File: config.mk
export PLATFORM = sky130hd
export DESIGN_NAME = irq_vector_ctrl
export DESIGN_NICKNAME = d
export VERILOG_FILES = /design/src/irq_vec_pkg.sv /design/src/irq_vector_ctrl.sv
export SDC_FILE = /design/constraint.sdc
export NUM_CORES = 1
export LEC_CHECK = 0
export ABC_AREA = 0
export BUFFER_PORTS_ARGS = -buffer_cell sky130_fd_sc_hd__buf_4
export CAP_MARGIN = 20
export CELL_PAD_IN_SITES_DETAIL_PLACEMENT = 0
export CELL_PAD_IN_SITES_GLOBAL_PLACEMENT = 1
export CORE_MARGIN = 5
export CORE_UTILIZATION = 30
export DETAILED_ROUTE_END_ITERATION = 6
export GPL_TIMING_DRIVEN = 1
export HOLD_SLACK_MARGIN = 0.1
export MAX_ROUTING_LAYER = met4
export PLACE_DENSITY_LB_ADDON = 0.1
export SETUP_SLACK_MARGIN = 0.02
export SLEW_MARGIN = 10
export SYNTH_ARGS = -nofsm -noshare
export SYNTH_HDL_FRONTEND = slang
export SYNTH_SLANG_ARGS = --single-unit
File: constraint.sdc
create_clock -name clk_i -period 2.4 [get_ports clk_i]
set_clock_uncertainty 0.2 [all_clocks]
set_input_delay 0.12 -clock clk_i [delete_from_list [all_inputs] [get_ports clk_i]]
set_output_delay 0.12 -clock clk_i [all_outputs]
set_load 0.1 [all_outputs]
File: src/irq_vec_pkg.sv
package irq_vec_pkg;

	// ************************************
	// vector offsets
	// ************************************
	localparam logic [14:0] OFS_SEQ_ABORT  = 15'h0188;
	localparam logic [14:0] OFS_SUPPLY_MON = 15'h0140;
	localparam logic [14:0] OFS_OVERCURR   = 15'h0108;
	localparam logic [14:0] OFS_PERIODIC   = 15'h0100;
	localparam logic [14:0] OFS_TIM1_CH0   = 15'h00ac;
	localparam logic [14:0] OFS_TIM1_CH1   = 15'h00a8;
	localparam logic [14:0] OFS_NONE       = 15'h0000;

	// ************************************
	// widths and reset values
	// ************************************
	localparam int unsigned VEC_W    = 15;
	localparam int unsigned N_SRC    = 6;
	localparam int unsigned RAM_AW   = 6;
	localparam logic [5:0]  RAM_LAST = 6'h3f;
	localparam logic [14:0] BASE_RST = 15'h0000;

	// ************************************
	// types
	// ************************************
	typedef enum logic [1:0] {
		ST_CFG_LOAD = 2'b00,
		ST_RAM_INIT = 2'b01,
		ST_RUN      = 2'b10
	} phase_t;

	typedef struct packed {
		logic seq_abort;
		logic supply_high;
		logic supply_low;
		logic [3:0] overcurrent;
		logic periodic;
		logic tim1_ch0;
		logic tim1_ch1;
	} irq_vec_t;

	typedef struct packed {
		phase_t      phase;
		logic [14:0] vec_base;
		logic        irq_req;
		logic [14:0] vec_addr;
		logic        wake;
		logic        cpu_hold;
		logic        secure;
		logic        flash_abort;
		logic [5:0]  ram_addr;
		logic        ram_we;
		logic        cold;
		logic [6:0]  cfg_cnt;
	} state_t;

endpackage

File: src/irq_vector_ctrl.sv
`timescale 1ns/1ps

// Behaviour
// sequence-abort request uses offset 0x188, gated by its enable and I, wakes from wait only.
// supply monitor request uses 0x140, enabled by high or low enable, wakes from wait only.
// over-current request uses 0x108, enabled per odd pin, never wakes from stop.
// periodic interrupt uses 0x100, gated by its enable, wakes from stop and wait.
// timer1 channel 0 uses 0x0ac and channel 1 uses 0x0a8, each gated, wake from wait only.
// each vector address is base plus a 15-bit offset; reserved offsets are never issued.
// every reset returns all control state to its reset value.
// on every reset the processor is held until the configuration load finishes, and after power-on reset until the ram init finishes too.
// double-bit faults in the loaded configuration leave protection and security active.
// a reset during a flash command aborts that command at once.
// after power-on reset the ram and its ecc syndromes are initialised.
// other resets leave the ram contents untouched.
// a higher vector offset takes precedence among pending sources.
// software may relocate the vector table through the vector base register.
// a source is presented only when flag and enable are set and I is clear.
module irq_vector_ctrl #(
	parameter int unsigned CFG_WORDS = 8
) (
	input  wire logic                 clk_i,
	input  wire logic                 sys_rst_i,
	input  wire logic                 por_i,
	input  wire logic                 i_mask_i,
	input  wire logic                 stop_mode_i,
	input  wire logic                 wait_mode_i,
	input  wire irq_vec_pkg::irq_vec_t flags_i,
	input  wire irq_vec_pkg::irq_vec_t enables_i,
	input  wire logic                 base_we_i,
	input  wire logic [14:0]          base_wdata_i,
	input  wire logic                 flash_cmd_busy_i,
	input  wire logic                 cfg_word_valid_i,
	input  wire logic                 cfg_dbl_fault_i,
	output logic                      irq_req_o,
	output logic [14:0]               vec_addr_o,
	output logic [14:0]               vec_base_o,
	output logic                      wake_o,
	output logic                      cpu_hold_o,
	output logic                      secure_o,
	output logic                      flash_abort_o,
	output logic [5:0]                ram_addr_o,
	output logic                      ram_we_o
);

	// ************************************
	// elaboration checks
	// ************************************
	if (CFG_WORDS < 1 || CFG_WORDS > 64) begin : g_bad_cfg_words
		$error("CFG_WORDS out of range");
	end
	if (irq_vec_pkg::VEC_W != 15) begin : g_bad_vec_w
		$error("vector width must be 15");
	end
	if (irq_vec_pkg::RAM_AW != 6) begin : g_bad_ram_aw
		$error("ram address width must be 6");
	end
	if (irq_vec_pkg::N_SRC != 6) begin : g_bad_src
		$error("six vector sources expected");
	end

	// ************************************
	// state
	// ************************************
	irq_vec_pkg::state_t state_r;
	irq_vec_pkg::state_t state_nxt;

	// ************************************
	// source qualification
	// ************************************
	logic        q_abort;
	logic        q_supply;
	logic        q_oc;
	logic        q_per;
	logic        q_t0;
	logic        q_t1;
	logic        any_req;
	logic        wake_any;
	logic [14:0] ofs;

	always_comb begin
		// flag enable mask
		// abort gating
		q_abort  = flags_i.seq_abort & enables_i.seq_abort & ~i_mask_i;
		// either monitor enable
		q_supply = ((flags_i.supply_high & enables_i.supply_high) |
			(flags_i.supply_low & enables_i.supply_low)) & ~i_mask_i;
		// odd pin enables
		q_oc     = |(flags_i.overcurrent & enables_i.overcurrent) & ~i_mask_i;
		// periodic gating
		q_per    = flags_i.periodic & enables_i.periodic & ~i_mask_i;
		// timer channel gating
		q_t0     = flags_i.tim1_ch0 & enables_i.tim1_ch0 & ~i_mask_i;
		q_t1     = flags_i.tim1_ch1 & enables_i.tim1_ch1 & ~i_mask_i;
		any_req  = q_abort | q_supply | q_oc | q_per | q_t0 | q_t1;
		// ************************************
		// priority and wake
		// ************************************
		// highest offset wins
		if (q_abort) begin
			ofs = irq_vec_pkg::OFS_SEQ_ABORT;
		end else if (q_supply) begin
			ofs = irq_vec_pkg::OFS_SUPPLY_MON;
		end else if (q_oc) begin
			ofs = irq_vec_pkg::OFS_OVERCURR;
		end else if (q_per) begin
			ofs = irq_vec_pkg::OFS_PERIODIC;
		end else if (q_t0) begin
			ofs = irq_vec_pkg::OFS_TIM1_CH0;
		end else if (q_t1) begin
			ofs = irq_vec_pkg::OFS_TIM1_CH1;
		end else begin
			ofs = irq_vec_pkg::OFS_NONE;
		end
		// only periodic wakes stop
		wake_any = stop_mode_i & q_per;
		// wait wakes on any source
		wake_any = wake_any | (wait_mode_i & any_req);
	end

	// ************************************
	// next state
	// ************************************
	always_comb begin
		state_nxt = state_r;
		state_nxt.ram_we = 1'b0;
		// abort clears on the first clock after reset
		state_nxt.flash_abort = 1'b0;
		// relocatable base
		if (base_we_i) begin
			state_nxt.vec_base = base_wdata_i;
		end
		state_nxt.irq_req = 1'b0;
		state_nxt.wake = 1'b0;
		// ************************************
		// phase sequencing
		// ************************************
		case (state_r.phase)
			irq_vec_pkg::ST_CFG_LOAD: begin
				// hold until loaded
				state_nxt.cpu_hold = 1'b1;
				if (cfg_word_valid_i) begin
					// double fault secures
					if (cfg_dbl_fault_i) begin
						state_nxt.secure = 1'b1;
					end
					state_nxt.cfg_cnt = state_r.cfg_cnt + 7'h01;
					if (state_r.cfg_cnt == 7'(CFG_WORDS - 1)) begin
						// only cold start clears ram
						if (state_r.cold) begin
							state_nxt.phase = irq_vec_pkg::ST_RAM_INIT;
							state_nxt.ram_we = 1'b1;
						end else begin
							// warm reset skips ram
							state_nxt.phase = irq_vec_pkg::ST_RUN;
							state_nxt.cpu_hold = 1'b0;
						end
					end
				end
			end
			irq_vec_pkg::ST_RAM_INIT: begin
				// sweep ram and syndromes
				if (state_r.ram_addr == irq_vec_pkg::RAM_LAST) begin
					state_nxt.phase = irq_vec_pkg::ST_RUN;
					state_nxt.cpu_hold = 1'b0;
					state_nxt.cold = 1'b0;
				end else begin
					state_nxt.ram_addr = state_r.ram_addr + 6'h01;
					state_nxt.ram_we = 1'b1;
				end
			end
			irq_vec_pkg::ST_RUN: begin
				state_nxt.irq_req = any_req;
				// base plus offset
				state_nxt.vec_addr = 15'(state_nxt.vec_base + ofs);
				state_nxt.wake = wake_any;
			end
			default: begin
				state_nxt.phase = irq_vec_pkg::ST_CFG_LOAD;
			end
		endcase
		// latch power-on cause
		if (por_i) begin
			state_nxt.cold = 1'b1;
		end
	end

	// ************************************
	// state register
	// ************************************
	// reset to defined state
	always_ff @(posedge clk_i or posedge sys_rst_i) begin
		if (sys_rst_i) begin
			state_r.phase       <= irq_vec_pkg::ST_CFG_LOAD;
			state_r.vec_base    <= irq_vec_pkg::BASE_RST;
			state_r.irq_req     <= 1'b0;
			state_r.vec_addr    <= 15'h0000;
			state_r.wake        <= 1'b0;
			state_r.cpu_hold    <= 1'b1;
			state_r.secure      <= 1'b0;
			state_r.flash_abort <= 1'b1;
			state_r.ram_addr    <= 6'h00;
			state_r.ram_we      <= 1'b0;
			state_r.cold        <= 1'b0;
			state_r.cfg_cnt     <= 7'h00;
		end else begin
			state_r <= state_nxt;
		end
	end

	// ************************************
	// outputs
	// ************************************
	assign irq_req_o     = state_r.irq_req;
	assign vec_addr_o    = state_r.vec_addr;
	assign vec_base_o    = state_r.vec_base;
	assign wake_o        = state_r.wake;
	assign cpu_hold_o    = state_r.cpu_hold;
	assign secure_o      = state_r.secure;
	assign flash_abort_o = state_r.flash_abort;
	assign ram_addr_o    = state_r.ram_addr;
	assign ram_we_o      = state_r.ram_we;

endmodule

Yosys cells after proc, flatten, opt, wreduce, memory -nomap -nowiden

Cells that the tools add are included.

Add/sub/neg operators: 3
Multiplexer cells: 25
Bitwise operators: 25
Equality and inequality tests: 7
Reductions and logical operators: 11

Operators by type and width:

| operator                                                               | number |
|---|---|
| 9-bit 2-to-1 mux                                                       | 4 |
| 17-bit 2-to-1 mux                                                      | 1 |
| 8-bit 2-to-1 mux                                                       | 2 |
| 15-bit adder                                                           | 1 |
| 15-bit 2-to-1 mux                                                      | 1 |
| 1-bit AND                                                              | 14 |
| 2-bit 2-to-1 mux                                                       | 5 |
| 1-bit 2-to-1 mux                                                       | 9 |
| 2-bit AND reduction                                                    | 4 |
| 7-bit by 1-bit adder with 7-bit output (second input constant)         | 1 |
| 7-bit by 3-bit equality test with 1-bit output (second input constant) | 1 |
| 1-bit bitwise OR                                                       | 7 |
| 6-bit by 1-bit adder with 6-bit output (second input constant)         | 1 |
| 6-bit equality test (second input constant)                            | 1 |
| 2-bit != test (second input constant)                                  | 3 |
| 2-bit one-hot mux with 3 select lines                                  | 1 |
| 2-bit nonzero test                                                     | 3 |
| 4-bit AND                                                              | 1 |
| 1-bit one-hot mux with 2 select lines                                  | 2 |
| 4-bit AND reduction                                                    | 1 |
| 4-bit OR reduction                                                     | 1 |
| 1-bit inverter                                                         | 3 |
| 3-bit AND reduction                                                    | 1 |
| 2-bit by 1-bit equality test with 1-bit output (second input constant) | 1 |
| other kinds (2)                                                        | 2 |

Register bits: 52

Logic depth before layout (Yosys ltp)

Gate-level depths: netlist of run 1.

Word-level depth: 11
Gate-level depth with buffers: 10
Depth with buffers taken out: 10

Worst setup path after synthesis of run 1

OpenSTA, ideal clock, no wires.

Kind: input-to-reg
Start point: input port base_we_i
End point: register state_r (netlist bit vec_addr_o[9])
Buffers on the path: 3
Library setup time: 0.082 ns
Data arrival time: 2.184 ns
Stages on the path: 9
Slack: -0.066 ns
Path through: buf_6 buf_2 mux2_2 ha_1 buf_2 a21o_1 o2bb2ai_1 or4_1 a31oi_1

RTL lines:

| what                 | RTL line               | RTL |
|---|---|---|
| from (decl)          | irq_vector_ctrl.sv:30  | `input wire logic base_we_i,` |
| to (signal assigned) | irq_vector_ctrl.sv:207 | `state_r <= state_nxt;` |
| to (decl)            | irq_vector_ctrl.sv:65  | `irq_vec_pkg::state_t state_r;` |

==> qor.yml, run 1 <==
grt_pass1_vias: 2494
power_density_nw_per_um2: 1130
synth-seq-cells: 52
num_rows: 36
p_int_mw: 2.13
dieArea_sq_um: 12000
cts_buffer_depth: 2
track_usage: 0.134
grt_pass1_wl_mm: 12.2
synth_ff_type: "dfrtp_1"
firstDrtPassIters: 4
switching_power_mw: 2.63
cts_tree: "done"
seqCellArea_sq_um: 1300
finalCriticalPeriod_ns: 2.31
worstSetupPathType: "reg -> reg"
grt_overflow: 0
yosys_warnings: 0
finalMaxSlewViolations: 0
wl_mm: 7.61
hpwlAfterDp_mm: 5.66
p_comb_frac: 0.604
whs_ns: 0.131
numCtsBuffers: 5
n_fill_cell: 962
synth_compound_area_frac: 0.129
clk_latency_ns: 0.31
vias: 2483
drive_above_1_share: 0.419
portBuffers: 85
diodes: 0
hold_class: "in -> reg"
area_growth_syn_to_layout_pct: 41.6
grt_setup_unrepaired: "true"
htree_levels: 2
antenna_found_initial: 0
multi_input_area_sq_um: 1400
crit_fanout: 4
netlist-cell-type-count: 57
synthCells: 298
ys_seq_area_frac: 0.439
ios: 87
nNetsFinal: 461
status: "completed"
placedInstanceArea_sq_um: 3770
synth_area_per_cell_sq_um: 9.96
clock-sinks: 52
syn_nets: 352
core_sq_um: 9730
grt_max_degree: 42
syn-cell-area_sq_um: 2970
p_seq_frac: 0.287
final_cell_area_sq_um: 4200
swShare: 0.552
p_leak_nw: 1.93
synth_edf_count: 0
routed_via_density: 4.59
synthSimpleGateAreaFrac: 0.159
antenna_left: 0
finalWeightedCongestion: 0.720
clk_pin_slew_ns: 0.11
mostFrequentLayoutCell: "buf_4"
hold_violations: 0
power_frac_clock: 0.109
synth-xor-area-share: 0.0384
fp.dieW_um: 109
avgRoutedWirePerCell_um: 14.1
drc: 0
max-cap-violations: 0
die_h_um: 109
setup_violations: 0
critPathRequiredTime_ns: 2.42
cts_root_buf: "clkbuf_8"
start_kind: "register"
synth_mux_area_frac: 0.0704
ff2ff_setup_slack_ns: 0.09
start_util: 0.305
max_freq_mhz: 433
irDropWorstVdd_v: 0.000574
drt_iter0_markers: 56
synthAdderAreaFrac: 0.0405
fin_crit_sh: 0.962
layout_common_cells: "buf_4, dfrtp_1, nand2_1"
arrival_ns: 2.33
async_flop_share: 1.00
endpoint_kind: "register"
synth_top_family_by_area: "simple AND/OR/NAND/NOR gates"
-- final timing paths --
path | from | end | cells after the start
worst min-delay path | base_we_i | vec_base_o[0] | 3
min in group asynchronous | sys_rst_i | secure_o | 4
worst max-delay path | vec_base_o[2] | vec_addr_o[12] | 8
worst min register to register | secure_o | secure_o | 1
worst max register to register | vec_base_o[2] | vec_addr_o[12] | 8
max in group asynchronous | sys_rst_i | cpu_hold_o | 5
-- what timing repair did --
item | 4_1_cts | 5_1_grt
hold buffers | 24 | 0
endpoints found under the setup margin | 2 | 8
resized for setup | 1 | 15
hold endpoints to repair | 77 | 0
pin swaps | 1 | 12
setup buffers | 0 | 2
-- sequential cells by signal, indices dropped and copies added (netlist names) --
name and cells:
ram_we_o 1, wake_o 1, ram_addr_o 6, cpu_hold_o 1, irq_req_o 1, secure_o 1
flash_abort_o 1, vec_addr_o 15, vec_base_o 15, state_r 10
-- kinds of logic (layout without fill, tap and decap cells) --
group / count (synthesis) / in the layout
AOI/OAI and AO/OA: 55 / 55
xor gates and xnor gates: 13 / 13
adders and majority gates: 9 / 9
buffers and inverters: 58 / 168
DFF: 52 / 52
muxes: 18 / 18
other: 1 / 1
and+or+nand+nor: 92 / 92
-- critical path, cell delays in order (launching register included) --
cell and delay, ns:
dfrtp_1 0.40, mux2_4 0.30, ha_4 0.17, fa_2 0.36
nand2_1 0.07, o211ai_1 0.18, buf_4 0.20, and4_1 0.18
o31ai_1 0.18
-- power groups by stage --
stage / sequential (mW) / clock (mW) / combinational (mW)
after detailed placement: 1.38 / 0 / 2.83
after global placement: 1.38 / 0 / 2.82
after CTS: 1.37 / 0.541 / 2.86
after global routing: 1.41 / 0.577 / 3.04
final: 1.37 / 0.521 / 2.88
after floorplan: 1.48 / 0 / 2.28
-- routing by layer --
| layer | up-vias | global-route usage | routed length, um |
|---|---|---|---|
| met5 | - | - | 0 |
| li1 | 1241 | - | - |
| met2 | 69 | 0.207 | 3440 |
| met1 | 1166 | 0.178 | 3630 |
| met4 | 0 | 0.0410 | 105 |
| met3 | 7 | 0.0276 | 432 |
-- synthesized netlist by cell type, types with 2 or more instances --
library cell / instances / area [sq um]
a211oi_1: 2 / 15.0
a21o_1: 4 / 30.0
a21oi_1: 15 / 75.1
a22oi_1: 3 / 22.5
a31oi_1: 5 / 31.3
and3_1: 3 / 18.8
and4_1: 3 / 26.3
buf_2: 4 / 20.0
buf_4: 36 / 270
clkbuf_1: 5 / 18.8
dfrtp_1: 50 / 1250
dfstp_2: 2 / 52.6
ha_1: 8 / 100
inv_1: 10 / 37.5
mux2_2: 12 / 135
mux2i_1: 4 / 40.0
nand2_1: 35 / 131
nand3_1: 8 / 40.0
nand3b_1: 2 / 15.0
nand4_1: 7 / 43.8
nand4b_1: 3 / 26.3
nor2_1: 12 / 45.0
nor3_1: 6 / 30.0
nor3b_1: 2 / 15.0
o211ai_1: 2 / 15.0
o21ai_0: 7 / 35.0
o31ai_1: 5 / 37.5
or2_2: 2 / 12.5
or3_1: 2 / 12.5
xnor2_1: 9 / 78.8
xor2_1: 4 / 35.0
-- area by class of cell --
type,instances,share of cell area
tap,133,0.0396
clock inverter,2,0.00387
timing repair buffer,149,0.285
multi-input combinational,188,0.334
clock buffer,6,0.0173
inverter,11,0.00983
sequential,52,0.310
-- stage by stage --
step / util / setup slack (ns) / instances / TNS, ns / power (mW)
finish: 0.432 / 0.0923 / 541 / 0 / 4.77
global route: 0.432 / -0.0105 / 541 / -0.0130 / 5.03
CTS: 0.422 / 0.0248 / 539 / 0 / 4.78
detailed placement: 0.388 / -0.174 / 507 / -0.786 / 4.21
global placement: 0.388 / -0.114 / 507 / -0.514 / 4.20
floorplan: - / 0.00257 / 298 / 0 / 3.76
Note: power is estimated with default switching activity, not from simulation.
==> inputs of run 2 (changes only) <==
--- a/config.mk
+++ b/config.mk
@@ -12,6 +12,7 @@
 export CELL_PAD_IN_SITES_GLOBAL_PLACEMENT = 1
 export CORE_MARGIN = 5
 export CORE_UTILIZATION = 30
+export CTS_CLUSTER_SIZE = 20
 export DETAILED_ROUTE_END_ITERATION = 6
 export GPL_TIMING_DRIVEN = 1
 export HOLD_SLACK_MARGIN = 0.1
==> constraint.sdc (replaced) <==
create_clock -name clk_i -period 2.39 [get_ports clk_i]
set_clock_uncertainty 0.2 [all_clocks]
set_input_delay 0.1195 -clock clk_i [delete_from_list [all_inputs] [get_ports clk_i]]
set_output_delay 0.1195 -clock clk_i [all_outputs]
set_load 0.1 [all_outputs]
==> qor.yml, run 2 (synthesized netlist as in run 1, its figures left out) <==
status: "completed"
path_cells: "mux2_4, ha_4, fa_2, nand2_1, o211ai_1, buf_4, and4_1, o31ai_1"
drc: 0  # unchanged
layout_common_cells: "buf_4, dfrtp_1, nand2_1"
num_rows: 36  # unchanged
hold_violations: 0  # unchanged
core_sq_um: 9730  # unchanged
avgRoutedWirePerCell_um: 13.9  # -0.94%
power_density_nw_per_um2: 1140  # +0.37%
slowest_stage: "dfrtp_1"
cts_root_buf: "clkbuf_8"
rr_startpoint: "vec_base_o[2]"
irDropWorstVdd_v: 0.000537  # -6.5%
drive_above_1_share: 0.410  # -0.00936
swShare: 0.552  # about the same
grt_pass1_vias: 2599  # +4.2%
whs_ns: 0.112  # -0.0187 ns
die_h_um: 109  # unchanged
hold_class: "in -> reg"
portBuffers: 85  # unchanged
dieArea_sq_um: 12000  # unchanged
critPathRequiredTime_ns: 2.42  # about the same
start_kind: "register"
tightest_slew_ns: 0.519
antenna_found_initial: 0  # unchanged
fp.dieW_um: 109  # unchanged
clk_pin_slew_ns: 0.10  # about the same
crit_fanout: 4  # unchanged
grt_setup_unrepaired: "true"
worstSetupPathType: "reg -> reg"
crit_path_max_incr_delay_ns: 0.40  # about the same
ios: 87  # unchanged
clk_latency_ns: 0.31  # about the same
track_usage: 0.136  # +0.00216
max_freq_mhz: 435  # +0.40%
vias: 2472  # -0.44%
cts_buffer_depth: 2  # unchanged
numCtsBuffers: 5  # unchanged
endpoint_kind: "register"
hold_start: "base_we_i"
setup_violations: 0  # unchanged
switching_power_mw: 2.64  # +0.34%
mostFrequentLayoutCell: "buf_4"
routed_via_density: 4.55  # -0.81%
finalCriticalPeriod_ns: 2.30  # -0.00924 ns
p_leak_nw: 1.94  # +0.48%
grt_overflow: 0  # unchanged
slew_headroom: 0.653
finalWeightedCongestion: 0.761  # +5.8%
clock-sinks: 52  # unchanged
nNetsFinal: 463  # +0.43%
start_util: 0.305  # unchanged
hpwlAfterDp_mm: 5.70  # +0.72%
firstDrtPassIters: 4  # unchanged
diodes: 0  # unchanged
finalMaxSlewViolations: 0  # unchanged
antenna_left: 0  # unchanged
max-cap-violations: 0  # unchanged
area_growth_syn_to_layout_pct: 41.6  # unchanged
p_int_mw: 2.14  # +0.40%
power_frac_clock: 0.112  # +0.003
grt_max_degree: 34  # -19%
p_comb_frac: 0.603  # about the same
grt_pass1_wl_mm: 12.3  # +0.90%
wl_mm: 7.57  # -0.58%
fin_crit_sh: 0.962  # about the same
drt_iter0_markers: 102  # +82%
p_total_mw: 4.78  # +0.37%
startpoint: "vec_base_o[2]"
htree_levels: 2  # unchanged
cts_tree: "done"
arrival_ns: 2.33  # about the same
p_seq_frac: 0.285  # -0.002
-- run 2: cell types whose count changed in the layout (fill, tap and decap cells not counted) --
cell,change
o31ai_2,-1
a22oi_2,-1
a31oi_2,-1
buf_6,-2
o31ai_1,+1
buf_4,+2
mux2_4,+1
dlygate4sd3_1,+2
a31oi_1,+1
mux2_2,-1
a22oi_1,+1
-- run 2: routing by layer --
layer / vias to the layer above / wire, um / track usage
met2: 68 / 3420 / 0.211
met3: 6 / 538 / 0.0376
met1: 1151 / 3510 / 0.175
met4: 0 / 95 / 0.0401
met5: - / 0 / -
li1: 1247 / - / -
-- run 2: power groups by stage --
stage,clock [mW],sequential (mW),combinational (mW)
final,0.535,1.37,2.88
after global routing,0.592,1.41,3.06
after CTS,0.566,1.37,2.90
after detailed placement,0,1.39,2.85
after global placement,0,1.39,2.84
after floorplan,0,1.48,2.29
-- run 2: worst max-delay path, delay by kind of cell (launching register included) --
kind / cells / cell delay [ns]
buf+inv: 1 / 0.20
fa+ha+maj: 2 / 0.53
mux: 1 / 0.29
flops: 1 / 0.40
compound gates: 2 / 0.35
simple gates: 2 / 0.23
-- run 2: path summary, 6_finish.rpt --
check	end	slack, ns	cells past startpoint
max	vec_addr_o[14]	0.09	8
min	vec_base_o[8]	0.11	3
max reg2reg	vec_addr_o[14]	0.09	8
min reg2reg	secure_o	0.27	1
max in group asynchronous	cpu_hold_o	1.19	4
min in group asynchronous	secure_o	0.19	3
-- run 2: cell type report --
class	count	area [sq um]
Fill cell	996	5530
Multi-Input combinational cell	188	1390
Sequential cell	52	1300
Timing Repair Buffer	151	1210
Tap cell	133	166
Clock buffer	6	72.6
Inverter	11	41.3
Clock inverter	2	16.3
-- run 2: timing repair --
item	4_1_cts	5_1_grt
endpoints found under the hold margin	78	0
hold buffers	26	0
setup endpoints to repair	3	8
gates resized for setup	2	10
buffers inserted	1	0
pin swaps	1	6
-- run 2: stage by stage --
step	setup WS [ns]	setup TNS, ns	cells	instance area, sq um	util
final	0.0915	0	543	4200	0.432
after global routing	-0.0324	-0.0480	543	4200	0.432
after CTS	0.0385	0	543	4140	0.426
after detailed placement	-0.207	-0.893	508	3780	0.389
after global placement	-0.170	-0.664	508	3780	0.389
after floorplan	-0.00693	-0.00693	298	3000	-
==> inputs of run 3 (changes only) <==
==> constraint.sdc (replaced) <==
create_clock -name clk_i -period 1.9 [get_ports clk_i]
set_clock_uncertainty 0.2 [all_clocks]
set_input_delay 0.095 -clock clk_i [delete_from_list [all_inputs] [get_ports clk_i]]
set_output_delay 0.095 -clock clk_i [all_outputs]
set_load 0.1 [all_outputs]
==> qor.yml, run 3 (synthesized netlist as in run 1, its figures left out) <==
status: "complete, but fails checks"
violations: "negative setup slack"
finalMaxSlewViolations: 0  # unchanged
area_growth_syn_to_layout_pct: 51.9
crit_fanout: 4  # unchanged
htree_levels: 2  # unchanged
finalWeightedCongestion: 0.799  # +4.9%
path_cells: "mux2_4, ha_4, fa_2, nand2_1, o211ai_1, buf_4, and4_1, o31ai_1"
hold_violations: 0  # unchanged
routed_via_density: 4.51  # -1.0%
die_h_um: 109  # unchanged
max-cap-violations: 0  # unchanged
mostFrequentLayoutCell: "buf_4"
hold_class: "in -> reg"
clk_latency_ns: 0.31  # about the same
setup_slack_ns: -0.333  # -0.424 ns
grt_overflow: 0  # unchanged
cts_tree: "done"
diodes: 0  # unchanged
drt_iter0_markers: 56  # -45%
avgRoutedWirePerCell_um: 13.4  # -3.6%
num_rows: 36  # unchanged
fin_crit_sh: 1.18  # +0.213
endpoint_kind: "register"
track_usage: 0.135  # -0.000996
start_util: 0.305  # unchanged
critPathRequiredTime_ns: 1.92  # -0.50 ns
ios: 87  # unchanged
wl_mm: 7.58  # +0.15%
grt_pass1_vias: 2586  # -0.50%
setup_violations: 8  # +8
arrival_ns: 2.25  # -0.08 ns
vias: 2541  # +2.8%
crit_path_max_incr_delay_ns: 0.40  # about the same
dieArea_sq_um: 12000  # unchanged
drc: 0  # unchanged
slowest_stage: "dfrtp_1"
cts_root_buf: "clkbuf_8"
grt_max_degree: 25  # -26%
power_density_nw_per_um2: 1390  # +22%
finalCriticalPeriod_ns: 2.23  # -0.0659 ns
fp.dieW_um: 109  # unchanged
hpwlAfterDp_mm: 5.68  # -0.34%
start_kind: "register"
worstSetupPathType: "reg -> reg"
antenna_found_initial: 0  # unchanged
p_leak_nw: 2.08  # +7.2%
stdcell_count: 564  # +3.9%
n_fill_cell: 980  # -1.6%
clk_pin_slew_ns: 0.10  # about the same
firstDrtPassIters: 4  # unchanged
nNetsFinal: 484  # +4.5%
dp.cells: 525  # +3.3%
core_sq_um: 9730  # unchanged
cts_buffer_depth: 2  # unchanged
antenna_left: 0  # unchanged
drive_above_1_share: 0.483  # +0.0728
grt_setup_unrepaired: "true"
max_freq_mhz: 448  # +2.9%
layout_common_cells: "buf_4, dfrtp_1, nand2_1"
grt_pass1_wl_mm: 12.6  # +2.2%
numCtsBuffers: 5  # unchanged
portBuffers: 85  # unchanged
clock-sinks: 52  # unchanged
irDropWorstVdd_v: 0.00107  # +99%
dp_slack_ns: -0.590  # -0.382 ns
run 3: changes by cell type in the layout (fill, tap and decap cells not counted), moves of 3 or more:
cell / before / now
o21ai_1: 0 / 3
ha_1: 4 / 1
dlygate4sd3_1: 26 / 23
buf_4: 124 / 143
buf_6: 0 / 5
mux2_2: 10 / 7
ha_4: 3 / 6
o21ai_0: 7 / 3
mux2_4: 2 / 5
run 3: report_power, final:
group / total (mW) / switching [mW] / internal [mW]
Sequential: 1.70 / 0.253 / 1.45
Combinational: 3.89 / 2.73 / 1.16
Clock: 0.658 / 0.395 / 0.263
Total: 6.25 / 3.37 / 2.88
run 3: critical path: cells and delay by family, from the launching register on:
kind            cells  cell delay [ns]
compound gates      2             0.36
fa+ha+maj           2             0.50
buf+inv             1             0.19
flops               1             0.40
mux                 1             0.29
simple gates        2             0.21
run 3: cell type report:
| type | instances | area, sq um | share of cell area |
|---|---|---|---|
| clock inverters | 3 | 21.3 | 0.00472 |
| multi-input cells | 188 | 1530 | 0.339 |
| well taps | 133 | 166 | 0.0369 |
| flip-flops and latches | 52 | 1300 | 0.289 |
| repair buffers | 172 | 1380 | 0.306 |
| clock buffers | 5 | 68.8 | 0.0153 |
| inverters | 11 | 41.3 | 0.00916 |
run 3: layer usage:
metal / share of wire / vias up / track usage
met4: 0.011 / 0 / 0.0321
met3: 0.051 / 7 / 0.0276
li1: - / 1280 / -
met5: 0 / - / -
met2: 0.47 / 56 / 0.207
met1: 0.47 / 1198 / 0.185
run 3: timing repair:
| item | in CTS | in global routing |
|---|---|---|
| setup endpoints to repair | 15 | 16 |
| pin swaps | 13 | 17 |
| setup buffers | 3 | 5 |
| resized for setup | 24 | 12 |
| hold buffers | 23 | 0 |
| endpoints found under the hold margin | 79 | 0 |
run 3: through the flow:
step / setup TNS [ns] / area [sq um] / hold WS (ns) / utilization / total power [mW]
2_1_floorplan: -2.13 / 3060 / -0.0127 / - / 4.79
3_3_place_gp: -4.79 / 3960 / -0.102 / 0.407 / 5.45
3_5_place_dp: -5.05 / 3960 / -0.0937 / 0.407 / 5.46
4_1_cts: -2.21 / 4430 / 0.105 / 0.455 / 6.28
5_1_grt: -3.25 / 4510 / 0.140 / 0.463 / 6.62
6_report: -2.41 / 4510 / 0.111 / 0.463 / 6.25
run 3: worst paths after layout:
path / start / slack (ns) / to / cells after the start
setup / recovery: vec_base_o[2] / -0.33 / vec_addr_o[14] / 8
setup reg to reg: vec_base_o[2] / -0.33 / vec_addr_o[14] / 8
hold reg to reg: state_r[6] / 0.27 / state_r[6] / 1
hold / removal: enables_i[7] / 0.11 / irq_req_o / 5
max in group asynchronous: sys_rst_i / 0.78 / cpu_hold_o / 4
min in group asynchronous: sys_rst_i / 0.13 / state_r[4] / 3
